## config.mk

```make
export PLATFORM = sky130hd
export DESIGN_NAME = pwm_clocking_parallel_ctrl
export DESIGN_NICKNAME = d
export VERILOG_FILES = /design/src/pwm_clk_pkg.sv /design/src/pwm_clocking_parallel_ctrl.sv
export SDC_FILE = /design/constraint.sdc
export NUM_CORES = 1
export LEC_CHECK = 0
export BUFFER_PORTS_ARGS = -buffer_cell sky130_fd_sc_hd__buf_2
export CAP_MARGIN = 0
export CELL_PAD_IN_SITES_DETAIL_PLACEMENT = 2
export CELL_PAD_IN_SITES_GLOBAL_PLACEMENT = 2
export CORE_MARGIN = 8
export CORE_UTILIZATION = 39
export CTS_CLUSTER_SIZE = 14
export DETAILED_ROUTE_END_ITERATION = 12
export PLACE_DENSITY = 0.92
export SYNTH_ARGS = -nofsm -noshare
export SYNTH_HDL_FRONTEND = slang
export SYNTH_SLANG_ARGS = --single-unit
```

## constraint.sdc

```tcl
create_clock -name clk -period 4.9 [get_ports clk]
set_input_delay 0.98 -clock clk [delete_from_list [all_inputs] [get_ports clk]]
set_output_delay 0.98 -clock clk [all_outputs]
set_load 0.005 [all_outputs]
```

## src/pwm_clk_pkg.sv

```systemverilog
// constants and carrier types for the pwm clocking and parallel channel control
// assumes one 20 MHz device clock; all limits are counted in device clock cycles
package pwm_clk_pkg;

  // channel configuration as seen by the pwm and diagnostic logic
  typedef struct packed {
    logic       clock_int;    // 1: internal clock, 0: external clock pin
    logic       prescaler;    // clock_prescaler_bit, 1 doubles the internal and external division
    logic       pwm_en;       // pwm module enable
    logic       on_bit;       // channel on-control bit
    logic [7:0] duty;         // duty code n, on time (n+1)/256
    logic [2:0] delay;        // switch-on delay code, 32 pwm clock periods per step
    logic       sense_ratio;  // current-sense ratio bit
    logic       ol_on_en;     // on-state open-load reporting enable
    logic       ol_off_en;    // off-state open-load reporting enable
    logic       os_en;        // short-to-supply reporting enable
  } chan_cfg_t;

  // one channel's fault bits, latchable ones in the low three bits
  typedef struct packed {
    logic os;
    logic open_load_off_flag;
    logic open_load_on_flag;
    logic ot;
    logic sc;
    logic oc;
  } fault_t;

  localparam int         FAULT_W       = 6;
  localparam logic [5:0] LATCH_MASK    = 6'h07;
  localparam logic [7:0] DUTY_FULL     = 8'hff;
  localparam logic [4:0] DELAY_LSBS    = 5'h00;  // code times 32
  localparam int         CAL_CNT_W     = 24;
  localparam int         CAL_SHIFT     = 8;      // switching period is 256 internal periods
  localparam int         PERIOD_W      = 16;
  localparam int         GAP_W         = 16;

  // reset values and default limits
  localparam logic [15:0] INT_PERIOD_RST = 16'h00c8;
  localparam logic [23:0] CAL_MIN_DEF    = 24'h008c00;
  localparam logic [23:0] CAL_MAX_DEF    = 24'h010400;
  localparam logic [15:0] EXT_MIN_GAP_DEF = 16'h0004;
  localparam logic [15:0] EXT_MAX_GAP_DEF = 16'h1000;

endpackage

```

## src/pwm_clocking_parallel_ctrl.sv

```systemverilog
// pwm clocking, clock monitor, internal clock calibration and parallel mode for two channels
// assumes the serial port logic delivers register contents and one-cycle read/write strobes
// on clk; the external pwm clock and chip select arrive as raw pins
module pwm_clocking_parallel_ctrl #(
  parameter logic [15:0] INT_PERIOD_DEFAULT = pwm_clk_pkg::INT_PERIOD_RST,
  parameter logic [23:0] CAL_MIN_CYCLES     = pwm_clk_pkg::CAL_MIN_DEF,
  parameter logic [23:0] CAL_MAX_CYCLES     = pwm_clk_pkg::CAL_MAX_DEF,
  parameter logic [15:0] EXT_MIN_GAP        = pwm_clk_pkg::EXT_MIN_GAP_DEF,
  parameter logic [15:0] EXT_MAX_GAP        = pwm_clk_pkg::EXT_MAX_GAP_DEF
) (
  // clock and reset
  input  wire logic                   clk,
  input  wire logic                   nrst,
  // pins
  input  wire logic                   ext_pwm_clk,
  input  wire logic                   chip_select_n,
  // register contents
  input  wire pwm_clk_pkg::chan_cfg_t cfg_ch0,
  input  wire pwm_clk_pkg::chan_cfg_t cfg_ch1,
  input  wire logic                   parallel,
  input  wire logic [3:0]             retry_count_ch0,
  input  wire logic [3:0]             retry_count_ch1,
  // strobes from the serial port
  input  wire logic                   cal_word_wr,
  input  wire logic                   diag_read,
  input  wire logic [1:0]             fault_read,
  input  wire logic [1:0]             delatch_req,
  // raw detector outputs
  input  wire pwm_clk_pkg::fault_t    det_ch0,
  input  wire pwm_clk_pkg::fault_t    det_ch1,
  // outputs
  output logic [1:0]                  hs_on,
  output logic                        fault_out_n,
  output logic                        clock_fail,
  output pwm_clk_pkg::fault_t         flags_ch0,
  output pwm_clk_pkg::fault_t         flags_ch1,
  output pwm_clk_pkg::chan_cfg_t      eff_cfg_ch1,
  output logic [3:0]                  retry_readback_ch1,
  output logic [15:0]                 int_period
);

  ////////////////////////////////////////////////////////////////////////////////
  // pin synchronisers and edge detection

  logic ck_meta_ff, ck_sync_ff, ck_dly_ff;
  logic cs_meta_ff, cs_sync_ff, cs_dly_ff;

  // two flops before use, third flop only for edges
  always_ff @(posedge clk or negedge nrst) begin
    if (!nrst) begin
      ck_meta_ff <= 1'b0;
      ck_sync_ff <= 1'b0;
      ck_dly_ff  <= 1'b0;
      cs_meta_ff <= 1'b1;
      cs_sync_ff <= 1'b1;
      cs_dly_ff  <= 1'b1;
    end else begin
      ck_meta_ff <= ext_pwm_clk;
      ck_sync_ff <= ck_meta_ff;
      ck_dly_ff  <= ck_sync_ff;
      cs_meta_ff <= chip_select_n;
      cs_sync_ff <= cs_meta_ff;
      cs_dly_ff  <= cs_sync_ff;
    end
  end

  wire ext_edge = ck_sync_ff & ~ck_dly_ff;
  wire cs_fall  = cs_dly_ff & ~cs_sync_ff;
  wire cs_rise  = ~cs_dly_ff & cs_sync_ff;

  ////////////////////////////////////////////////////////////////////////////////
  // effective channel configuration

  pwm_clk_pkg::chan_cfg_t cfg_eff [2];
  pwm_clk_pkg::chan_cfg_t mirror_cfg;

  // bank 0 replaces bank 1, channel 1 keeps its own diagnostic enables
  always_comb begin
    mirror_cfg           = cfg_ch0;
    mirror_cfg.ol_on_en  = cfg_ch1.ol_on_en;
    mirror_cfg.ol_off_en = cfg_ch1.ol_off_en;
    mirror_cfg.os_en     = cfg_ch1.os_en;
  end

  assign cfg_eff[0] = cfg_ch0;
  assign cfg_eff[1] = parallel ? mirror_cfg : cfg_ch1;

  wire [7:0] ch0_duty  = cfg_ch0.duty;
  wire       ch0_sense = cfg_ch0.sense_ratio;

  ////////////////////////////////////////////////////////////////////////////////
  // internal clock and calibration

  logic [15:0] int_period_ff;
  logic [15:0] int_cnt_ff;
  logic        cal_arm_ff;
  logic        cal_meas_ff;
  logic [23:0] cal_cnt_ff;

  wire        int_tick   = (int_cnt_ff == 16'h0000);
  wire [15:0] int_reload = 16'(int_period_ff - 16'h0001);
  wire        cal_in_win = (cal_cnt_ff >= CAL_MIN_CYCLES) && (cal_cnt_ff <= CAL_MAX_CYCLES);
  wire [15:0] cal_raw    = cal_cnt_ff[pwm_clk_pkg::CAL_SHIFT +: pwm_clk_pkg::PERIOD_W];
  wire [15:0] cal_period = (cal_raw == 16'h0000) ? 16'h0001 : cal_raw;
  wire        cal_done   = cal_meas_ff & cs_rise;

  // internal clock divider, one tick per internal clock period
  always_ff @(posedge clk or negedge nrst) begin
    if (!nrst) begin
      int_cnt_ff <= 16'h0000;
    end else if (int_tick) begin
      int_cnt_ff <= int_reload;
    end else begin
      int_cnt_ff <= 16'(int_cnt_ff - 16'h0001);
    end
  end

  // arm on the calibration word, time the next low pulse of chip select
  always_ff @(posedge clk or negedge nrst) begin
    if (!nrst) begin
      cal_arm_ff    <= 1'b0;
      cal_meas_ff   <= 1'b0;
      cal_cnt_ff    <= 24'h000000;
      int_period_ff <= INT_PERIOD_DEFAULT;
    end else begin
      if (cal_arm_ff && cs_fall) begin
        cal_arm_ff  <= 1'b0;
        cal_meas_ff <= 1'b1;
        cal_cnt_ff  <= 24'h000000;
      end else if (cal_word_wr) begin
        cal_arm_ff  <= 1'b1;
      end
      if (cal_meas_ff && !cal_done && (cal_cnt_ff != 24'hffffff)) begin
        cal_cnt_ff  <= 24'(cal_cnt_ff + 24'h000001);     // saturates, reads as too long
      end
      if (cal_done) begin
        cal_meas_ff <= 1'b0;
        if (cal_in_win) begin
          int_period_ff <= cal_period;
        end
      end
    end
  end

  ////////////////////////////////////////////////////////////////////////////////
  // external clock monitor

  logic [15:0] gap_ff;
  logic        clock_fail_ff;
  logic        read_seen_ff;
  logic        mon_edge_ff;

  // watch only while some channel really runs on the external clock
  wire mon_act  = (~cfg_eff[0].clock_int & cfg_eff[0].pwm_en) |
                  (~cfg_eff[1].clock_int & cfg_eff[1].pwm_en);
  // the first edge after monitor start only opens a gap, it measures nothing
  wire too_fast = ext_edge & mon_edge_ff & (gap_ff < EXT_MIN_GAP);
  wire too_slow = (gap_ff > EXT_MAX_GAP);
  wire bad_clk  = mon_act & (too_fast | too_slow);
  wire good_clk = ext_edge & ~too_fast & ~too_slow;
  wire fail_clr = read_seen_ff & (good_clk | ~mon_act);

  // gap counter saturates one above the limit so a stopped clock stays bad
  always_ff @(posedge clk or negedge nrst) begin
    if (!nrst) begin
      gap_ff      <= 16'h0000;
      mon_edge_ff <= 1'b0;
    end else if (!mon_act) begin
      gap_ff      <= 16'h0000;
      mon_edge_ff <= 1'b0;
    end else if (ext_edge) begin
      gap_ff      <= 16'h0000;
      mon_edge_ff <= 1'b1;
    end else if (!too_slow) begin
      gap_ff <= 16'(gap_ff + 16'h0001);
    end
  end

  // a new failure wins over a pending recovery
  always_ff @(posedge clk or negedge nrst) begin
    if (!nrst) begin
      clock_fail_ff <= 1'b0;
      read_seen_ff  <= 1'b0;
    end else begin
      if (bad_clk) begin
        clock_fail_ff <= 1'b1;
      end else if (fail_clr) begin
        clock_fail_ff <= 1'b0;
      end
      read_seen_ff <= clock_fail_ff & ~bad_clk & ~fail_clr & (read_seen_ff | diag_read);
    end
  end

  ////////////////////////////////////////////////////////////////////////////////
  // protection combining

  pwm_clk_pkg::fault_t det_arr [2];
  assign det_arr[0] = det_ch0;
  assign det_arr[1] = det_ch1;

  wire [2:0] lat_comb = det_ch0[2:0] | det_ch1[2:0];
  wire [1:0] lat_w;
  wire [1:0] on_w;
  wire [5:0] flg_w [2];

  ////////////////////////////////////////////////////////////////////////////////
  // per channel pwm, latch and fault flags

  for (genvar i = 0; i < 2; i++) begin : g_ch
    logic       en_d_ff;
    logic       pre_ff;
    logic       lat_ff;
    logic       on_ff;
    logic [7:0] dly_ff;
    logic [7:0] ph_ff;
    logic [5:0] flg_ff;
    logic       nxt_on;
    pwm_clk_pkg::fault_t set_s;

    wire       ext_mode = ~cfg_eff[i].clock_int;
    wire       src_tick = ext_mode ? (ext_edge & ~clock_fail_ff) : int_tick;
    wire       tick     = src_tick & (~cfg_eff[i].prescaler | pre_ff);
    wire       en_rise  = cfg_eff[i].pwm_en & ~en_d_ff;
    wire       running  = (dly_ff == 8'h00);
    wire [2:0] dly_code = cfg_eff[i].delay;
    wire       pwm_lvl  = (cfg_eff[i].duty == pwm_clk_pkg::DUTY_FULL) |
                          (ph_ff <= cfg_eff[i].duty);
    wire [2:0] prot     = parallel ? lat_comb : det_arr[i][2:0];
    wire       delatch  = parallel ? delatch_req[0] : delatch_req[i];
    wire [5:0] set_v    = set_s;
    wire [5:0] keep_v   = set_v | (lat_ff ? pwm_clk_pkg::LATCH_MASK : 6'h00);
    wire [5:0] clr_v    = fault_read[i] ? ~keep_v : 6'h00;

    // new fault bits, open-load and supply short under the channel's own enables
    always_comb begin
      set_s       = '0;
      set_s.oc    = prot[0];
      set_s.sc    = prot[1];
      set_s.ot    = prot[2];
      set_s.open_load_on_flag  = det_arr[i].open_load_on_flag & cfg_eff[i].ol_on_en;
      set_s.open_load_off_flag = det_arr[i].open_load_off_flag & cfg_eff[i].ol_off_en;
      set_s.os    = det_arr[i].os & cfg_eff[i].os_en;
    end

    // output priority: latch, on bit, static on, clock failure, pwm
    always_comb begin
      if (lat_ff || (|prot)) begin
        nxt_on = 1'b0;
      end else if (!cfg_eff[i].on_bit) begin
        nxt_on = 1'b0;
      end else if (!cfg_eff[i].pwm_en) begin
        nxt_on = 1'b1;
      end else if (ext_mode && clock_fail_ff) begin
        nxt_on = 1'b1;
      end else begin
        nxt_on = running & pwm_lvl & ~en_rise;            // no stale phase on restart
      end
    end

    // enable edge restarts phase, prescaler and delay, so equal setups stay in lockstep
    always_ff @(posedge clk or negedge nrst) begin
      if (!nrst) begin
        en_d_ff <= 1'b0;
        pre_ff  <= 1'b0;
        dly_ff  <= 8'h00;
        ph_ff   <= 8'h00;
      end else begin
        en_d_ff <= cfg_eff[i].pwm_en;
        if (en_rise) begin
          pre_ff <= 1'b0;
          dly_ff <= {dly_code, pwm_clk_pkg::DELAY_LSBS};
          ph_ff  <= 8'h00;
        end else begin
          if (src_tick) begin
            pre_ff <= cfg_eff[i].prescaler & ~pre_ff;
          end
          if (tick && !running) begin
            dly_ff <= 8'(dly_ff - 8'h01);
          end else if (tick) begin
            ph_ff  <= 8'(ph_ff + 8'h01);
          end
        end
      end
    end

    // latch and flags: a fault in the clear cycle wins
    always_ff @(posedge clk or negedge nrst) begin
      if (!nrst) begin
        lat_ff <= 1'b0;
        on_ff  <= 1'b0;
        flg_ff <= 6'h00;
      end else begin
        lat_ff <= (lat_ff & ~delatch) | (|prot);
        on_ff  <= nxt_on;
        flg_ff <= (flg_ff & ~clr_v) | set_v;
      end
    end

    assign lat_w[i] = lat_ff;
    assign on_w[i]  = on_ff;
    assign flg_w[i] = flg_ff;

  end

  ////////////////////////////////////////////////////////////////////////////////
  // readback mirror, fault pin and output registers

  logic [3:0]             retry_ff;
  logic [3:0]             retry_prev_ff;
  logic                   fault_n_ff;
  pwm_clk_pkg::chan_cfg_t eff_cfg_ff;

  wire retry_new = (retry_count_ch0 != retry_prev_ff);
  wire nxt_fault = clock_fail_ff | (|lat_w) | (|lat_comb);

  // channel 1 readback copied from channel 0 only when channel 0 changes
  always_ff @(posedge clk or negedge nrst) begin
    if (!nrst) begin
      retry_ff      <= 4'h0;
      retry_prev_ff <= 4'h0;
      fault_n_ff    <= 1'b1;
      eff_cfg_ff    <= '0;
    end else begin
      retry_prev_ff <= retry_count_ch0;
      if (!parallel) begin
        retry_ff <= retry_count_ch1;
      end else if (retry_new) begin
        retry_ff <= retry_count_ch0;
      end
      fault_n_ff <= ~nxt_fault;
      eff_cfg_ff <= cfg_eff[1];
    end
  end

  assign hs_on              = on_w;
  assign fault_out_n        = fault_n_ff;
  assign clock_fail         = clock_fail_ff;
  assign flags_ch0          = flg_w[0];
  assign flags_ch1          = flg_w[1];
  assign eff_cfg_ch1        = eff_cfg_ff;
  assign retry_readback_ch1 = retry_ff;
  assign int_period         = int_period_ff;
endmodule

```

==> impl_metrics.csv <==
group,metric,value,unit
status,outcome,"finished, final reports clean",
clock_network,cts-root-buf,"clkbuf_16",
finish,drive_gt1_share,21.1,%
timing,rsz0062_at_grt,"false",
setup_path,critical_path_class,"flop to flop",
route,viasPerCell,5.84,
floorplanning,die_w,162,um
place,hpwl,21400,um
synth,yosys_most_used_dff,"dfrtp_1",
setup_path,crit_end,"int_cnt_ff[6]$_DFF_PN0_",
finish,n_antenna_cell,0,
finish,areaGrowthSynthToFinish,18.0,%
global_route,grt_use_total,24.3,%
synth,ys_ff_latch,162,
clock_network,cts_buffers,17,
route,drc,0,
global_route,grtUsageMet2,43.4,%
global_route,met3_usage,5.39,%
setup_path,cp-end-kind,"flop",
floorplanning,start_util,39.7,%
timing,fin_hold_ws,0.359,ns
timing,finalHoldViolCount,0,
setup_path,rr_endpoint,"int_cnt_ff[6]$_DFF_PN0_",
clock_network,cts.sinks,162,
global_route,antenna_found_initial,1,
timing,max_slew_margin,30.0,%
timing,layout_min_cycle_time,3.47,ns
route,dr.pass1.iters,4,
setup_path,critPathLaunch,"int_cnt_ff[8]$_DFF_PN0_",
global_route,top_usage_layer,"met2",
finish,layout.nets,1063,
clock_network,cts_resized,0,
power_and_ir_drop,cellPowerDensity,352,mW/mm2
synth,synth-seq-area-share,48.8,%
synth,syn_nets,941,
synth,synthCells,845,
timing,tns,0,ns
setup_path,r2r-start,"int_cnt_ff[8]$_DFF_PN0_",
floorplanning,die-area,0.0263,mm2
timing,finalSetupViolCount,0,
power_and_ir_drop,p_leak,4.40,nW
clock_network,clk_path_buf_depth,2,
clock_network,cts_tree,"built",
global_route,grt_pass1_vias,8387,
timing,fin_crit_sh,70.9,%
timing,slew_viol_final,0,
synth,synthArstFlopShare,100,%
route,num_vias,7326,
clock_network,cts.clk_slew.worst_paths,0.07,ns
synth,syn_area,0.00832,mm2
setup_path,cp.required,5.27,ns
clock_network,h-tree-depth,4,
synth,synth-edff-count,0,
global_route,grt_max_degree,99,
route,finalWirelength,31400,um
place,numPortBuffers,123,
worst_hold_path,hold_class,"flop to flop",
route,ant_nets,0,
setup_path,critPathLaunchType,"flop",
timing,max_freq,0.288,GHz
clock_network,cts_setup_buffers,0,
synth,ys_warn_count,0,
timing,tightest_slew,1.04,ns
flow_run,cap_violations,0,
route,drt_iter0_drc,350,
setup_path,crit_arrival,3.84,ns
synth,syn_area_per_cell,9.85,um2
floorplanning,io_pins,124,
floorplanning,die_h,162,um
timing,skew,0.0136,ns
floorplanning,row_count,53,
global_route,grt_pass1_wl,50000,um
global_route,met1_usage,27.4,%
clock_network,worstSkewPairLatency,0.43,ns
setup_path,cp_max_fo,22,
synth,yosysTopAreaCellShare,46.6,%
clock_network,postCtsHoldBufs,0,
place,globalplace.congestion,0.819,
synth,synthTopCellsByCount,"dfrtp_1 (155), nor2_1 (77), nand2_1 (59)",
setup_path,reg2regPathDepth,13,
setup_path,ff2ff_setup_slack,1.43,ns
global_route,gr-total-overflow,0,
synth,synth_top_area_cell,"dfrtp_1",
power_and_ir_drop,irDropWorstVdd,0.241,mV
synth,synthDistinctLibCells,74,
synth,synth_most_common_cell,"dfrtp_1",
floorplanning,core_area,0.0210,mm2
route,avgRoutedWirePerCell,25.0,um
synth,netlist_top_cells_area,"dfrtp_1 (47%), ha_1 (4.1%), nor2_1 (3.5%), o21ai_0 (3.4%), nand2_1 (2.7%)",
## per-stage QoR
step / instance area (um2) / worst slack [ns] / total power, W / instances / utilization (%)
2_1_floorplan: 8320 / 1.52 / 0.00177 / 845 / -
3_3_place_gp: 9220 / 1.68 / 0.00194 / 1223 / 44.0
3_5_place_dp: 9220 / 1.26 / 0.00200 / 1223 / 44.0
4_1_cts: 9820 / 1.44 / 0.00348 / 1255 / 46.9
5_1_grt: 9820 / 1.13 / 0.00358 / 1255 / 46.9
6_report: 9820 / 1.43 / 0.00345 / 1255 / 46.9
## layout make-up
type / count / area, um2
fill: 2238 / 11100
sequential: 162 / 4060
multi-input combinational: 602 / 3930
timing repair buffer: 131 / 682
clock buffer: 22 / 444
tap: 275 / 344
inverter: 53 / 199
clock inverter: 10 / 158
## flip-flops by register name, summed over array words and instances, names as in the netlist, 4 cells and up
register            count
gap_ff                 16
g_ch.ph_ff             16
cal_cnt_ff             24
flags_ch0               6
eff_cfg_ch1            19
int_cnt_ff             16
retry_prev_ff           4
flags_ch1               6
int_period             16
g_ch.dly_ff            16
retry_readback_ch1      4
## worst min path at each step
stage | from | slack, ns | to | cells after the start
floorplan | ck_meta_ff$_DFF_PN0_ | 0.33 | ck_sync_ff$_DFF_PN0_ | 0
global placement | ck_meta_ff$_DFF_PN0_ | 0.34 | ck_sync_ff$_DFF_PN0_ | 0
detailed placement | cs_meta_ff$_DFF_PN1_ | 0.35 | cs_sync_ff$_DFF_PN1_ | 0
CTS | cs_meta_ff$_DFF_PN1_ | 0.36 | cs_sync_ff$_DFF_PN1_ | 0
global route | cs_meta_ff$_DFF_PN1_ | 0.36 | cs_sync_ff$_DFF_PN1_ | 0
finish | cs_meta_ff$_DFF_PN1_ | 0.36 | cs_sync_ff$_DFF_PN1_ | 0
## where the power goes
| group | internal (W) | total, W | switching [W] |
|---|---|---|---|
| Clock | 0.000854 | 0.00145 | 0.000593 |
| Combinational | 0.000171 | 0.000494 | 0.000323 |
| Sequential | 0.00142 | 0.00151 | 0.0000891 |
| Total | 0.00245 | 0.00345 | 0.00101 |
## kinds of logic after synthesis
family	count (synthesis)	share of synthesized area, %
AO/OA/AOI/OAI	166	13.3
flip-flops	162	48.8
XOR/XNOR	44	4.63
adder cells (fa/ha/maj)	27	4.06
AND/OR/NAND/NOR	329	20.7
multiplexers	36	4.55
buffers and inverters	81	4.00
## routing by layer
metal  vias up  share of wire [%]
met1      3808                 41
met4         2                2.7
li1       3255                  -
met2       200                 52
met5         -              0.041
met3        61                4.7
## worst max-delay path: stages, from the launching register on
cell       delay, ns
dfrtp_1         0.51
nor3_2          0.10
nand4_1         0.09
buf_4           0.23
nor2_1          0.07
buf_4           0.23
a21oi_1         0.27
ha_1            0.30
inv_1           0.12
nor4_1          0.45
o21ai_0         0.31
a2111oi_0       0.54
a21oi_1         0.10
nand2_1         0.09
## placed cells by master (no fill, tap or decap), types with 3 or more instances in the layout
cell	Yosys	routed
nand2b_1	7	7
dfstp_2	7	7
nand2_1	59	59
inv_1	52	52
nand3_1	35	35
nor4_1	8	8
a2111oi_0	3	3
ha_1	27	27
or4_1	3	3
a21oi_1	38	38
nor3_1	34	34
or3_1	18	18
buf_2	8	122
nor2b_1	8	8
and2_1	13	13
and3_1	10	10
a211oi_1	7	7
o21ai_0	57	57
a221o_1	7	7
clkbuf_16	0	17
bufinv_16	0	4
a21o_1	6	6
clkinv_2	0	4
o41ai_1	3	3
xnor2_1	19	19
or2_2	9	9
buf_4	3	8
xor2_1	25	25
nand4b_1	3	3
clkbuf_1	13	5
mux2_2	15	15
mux2i_1	21	21
dfrtp_1	155	155
nor4_2	3	3
nand4_1	28	28
o211ai_1	6	6
nor2_1	77	76
o31ai_1	5	5
No activity file was read; power rests on OpenSTA's default activity.
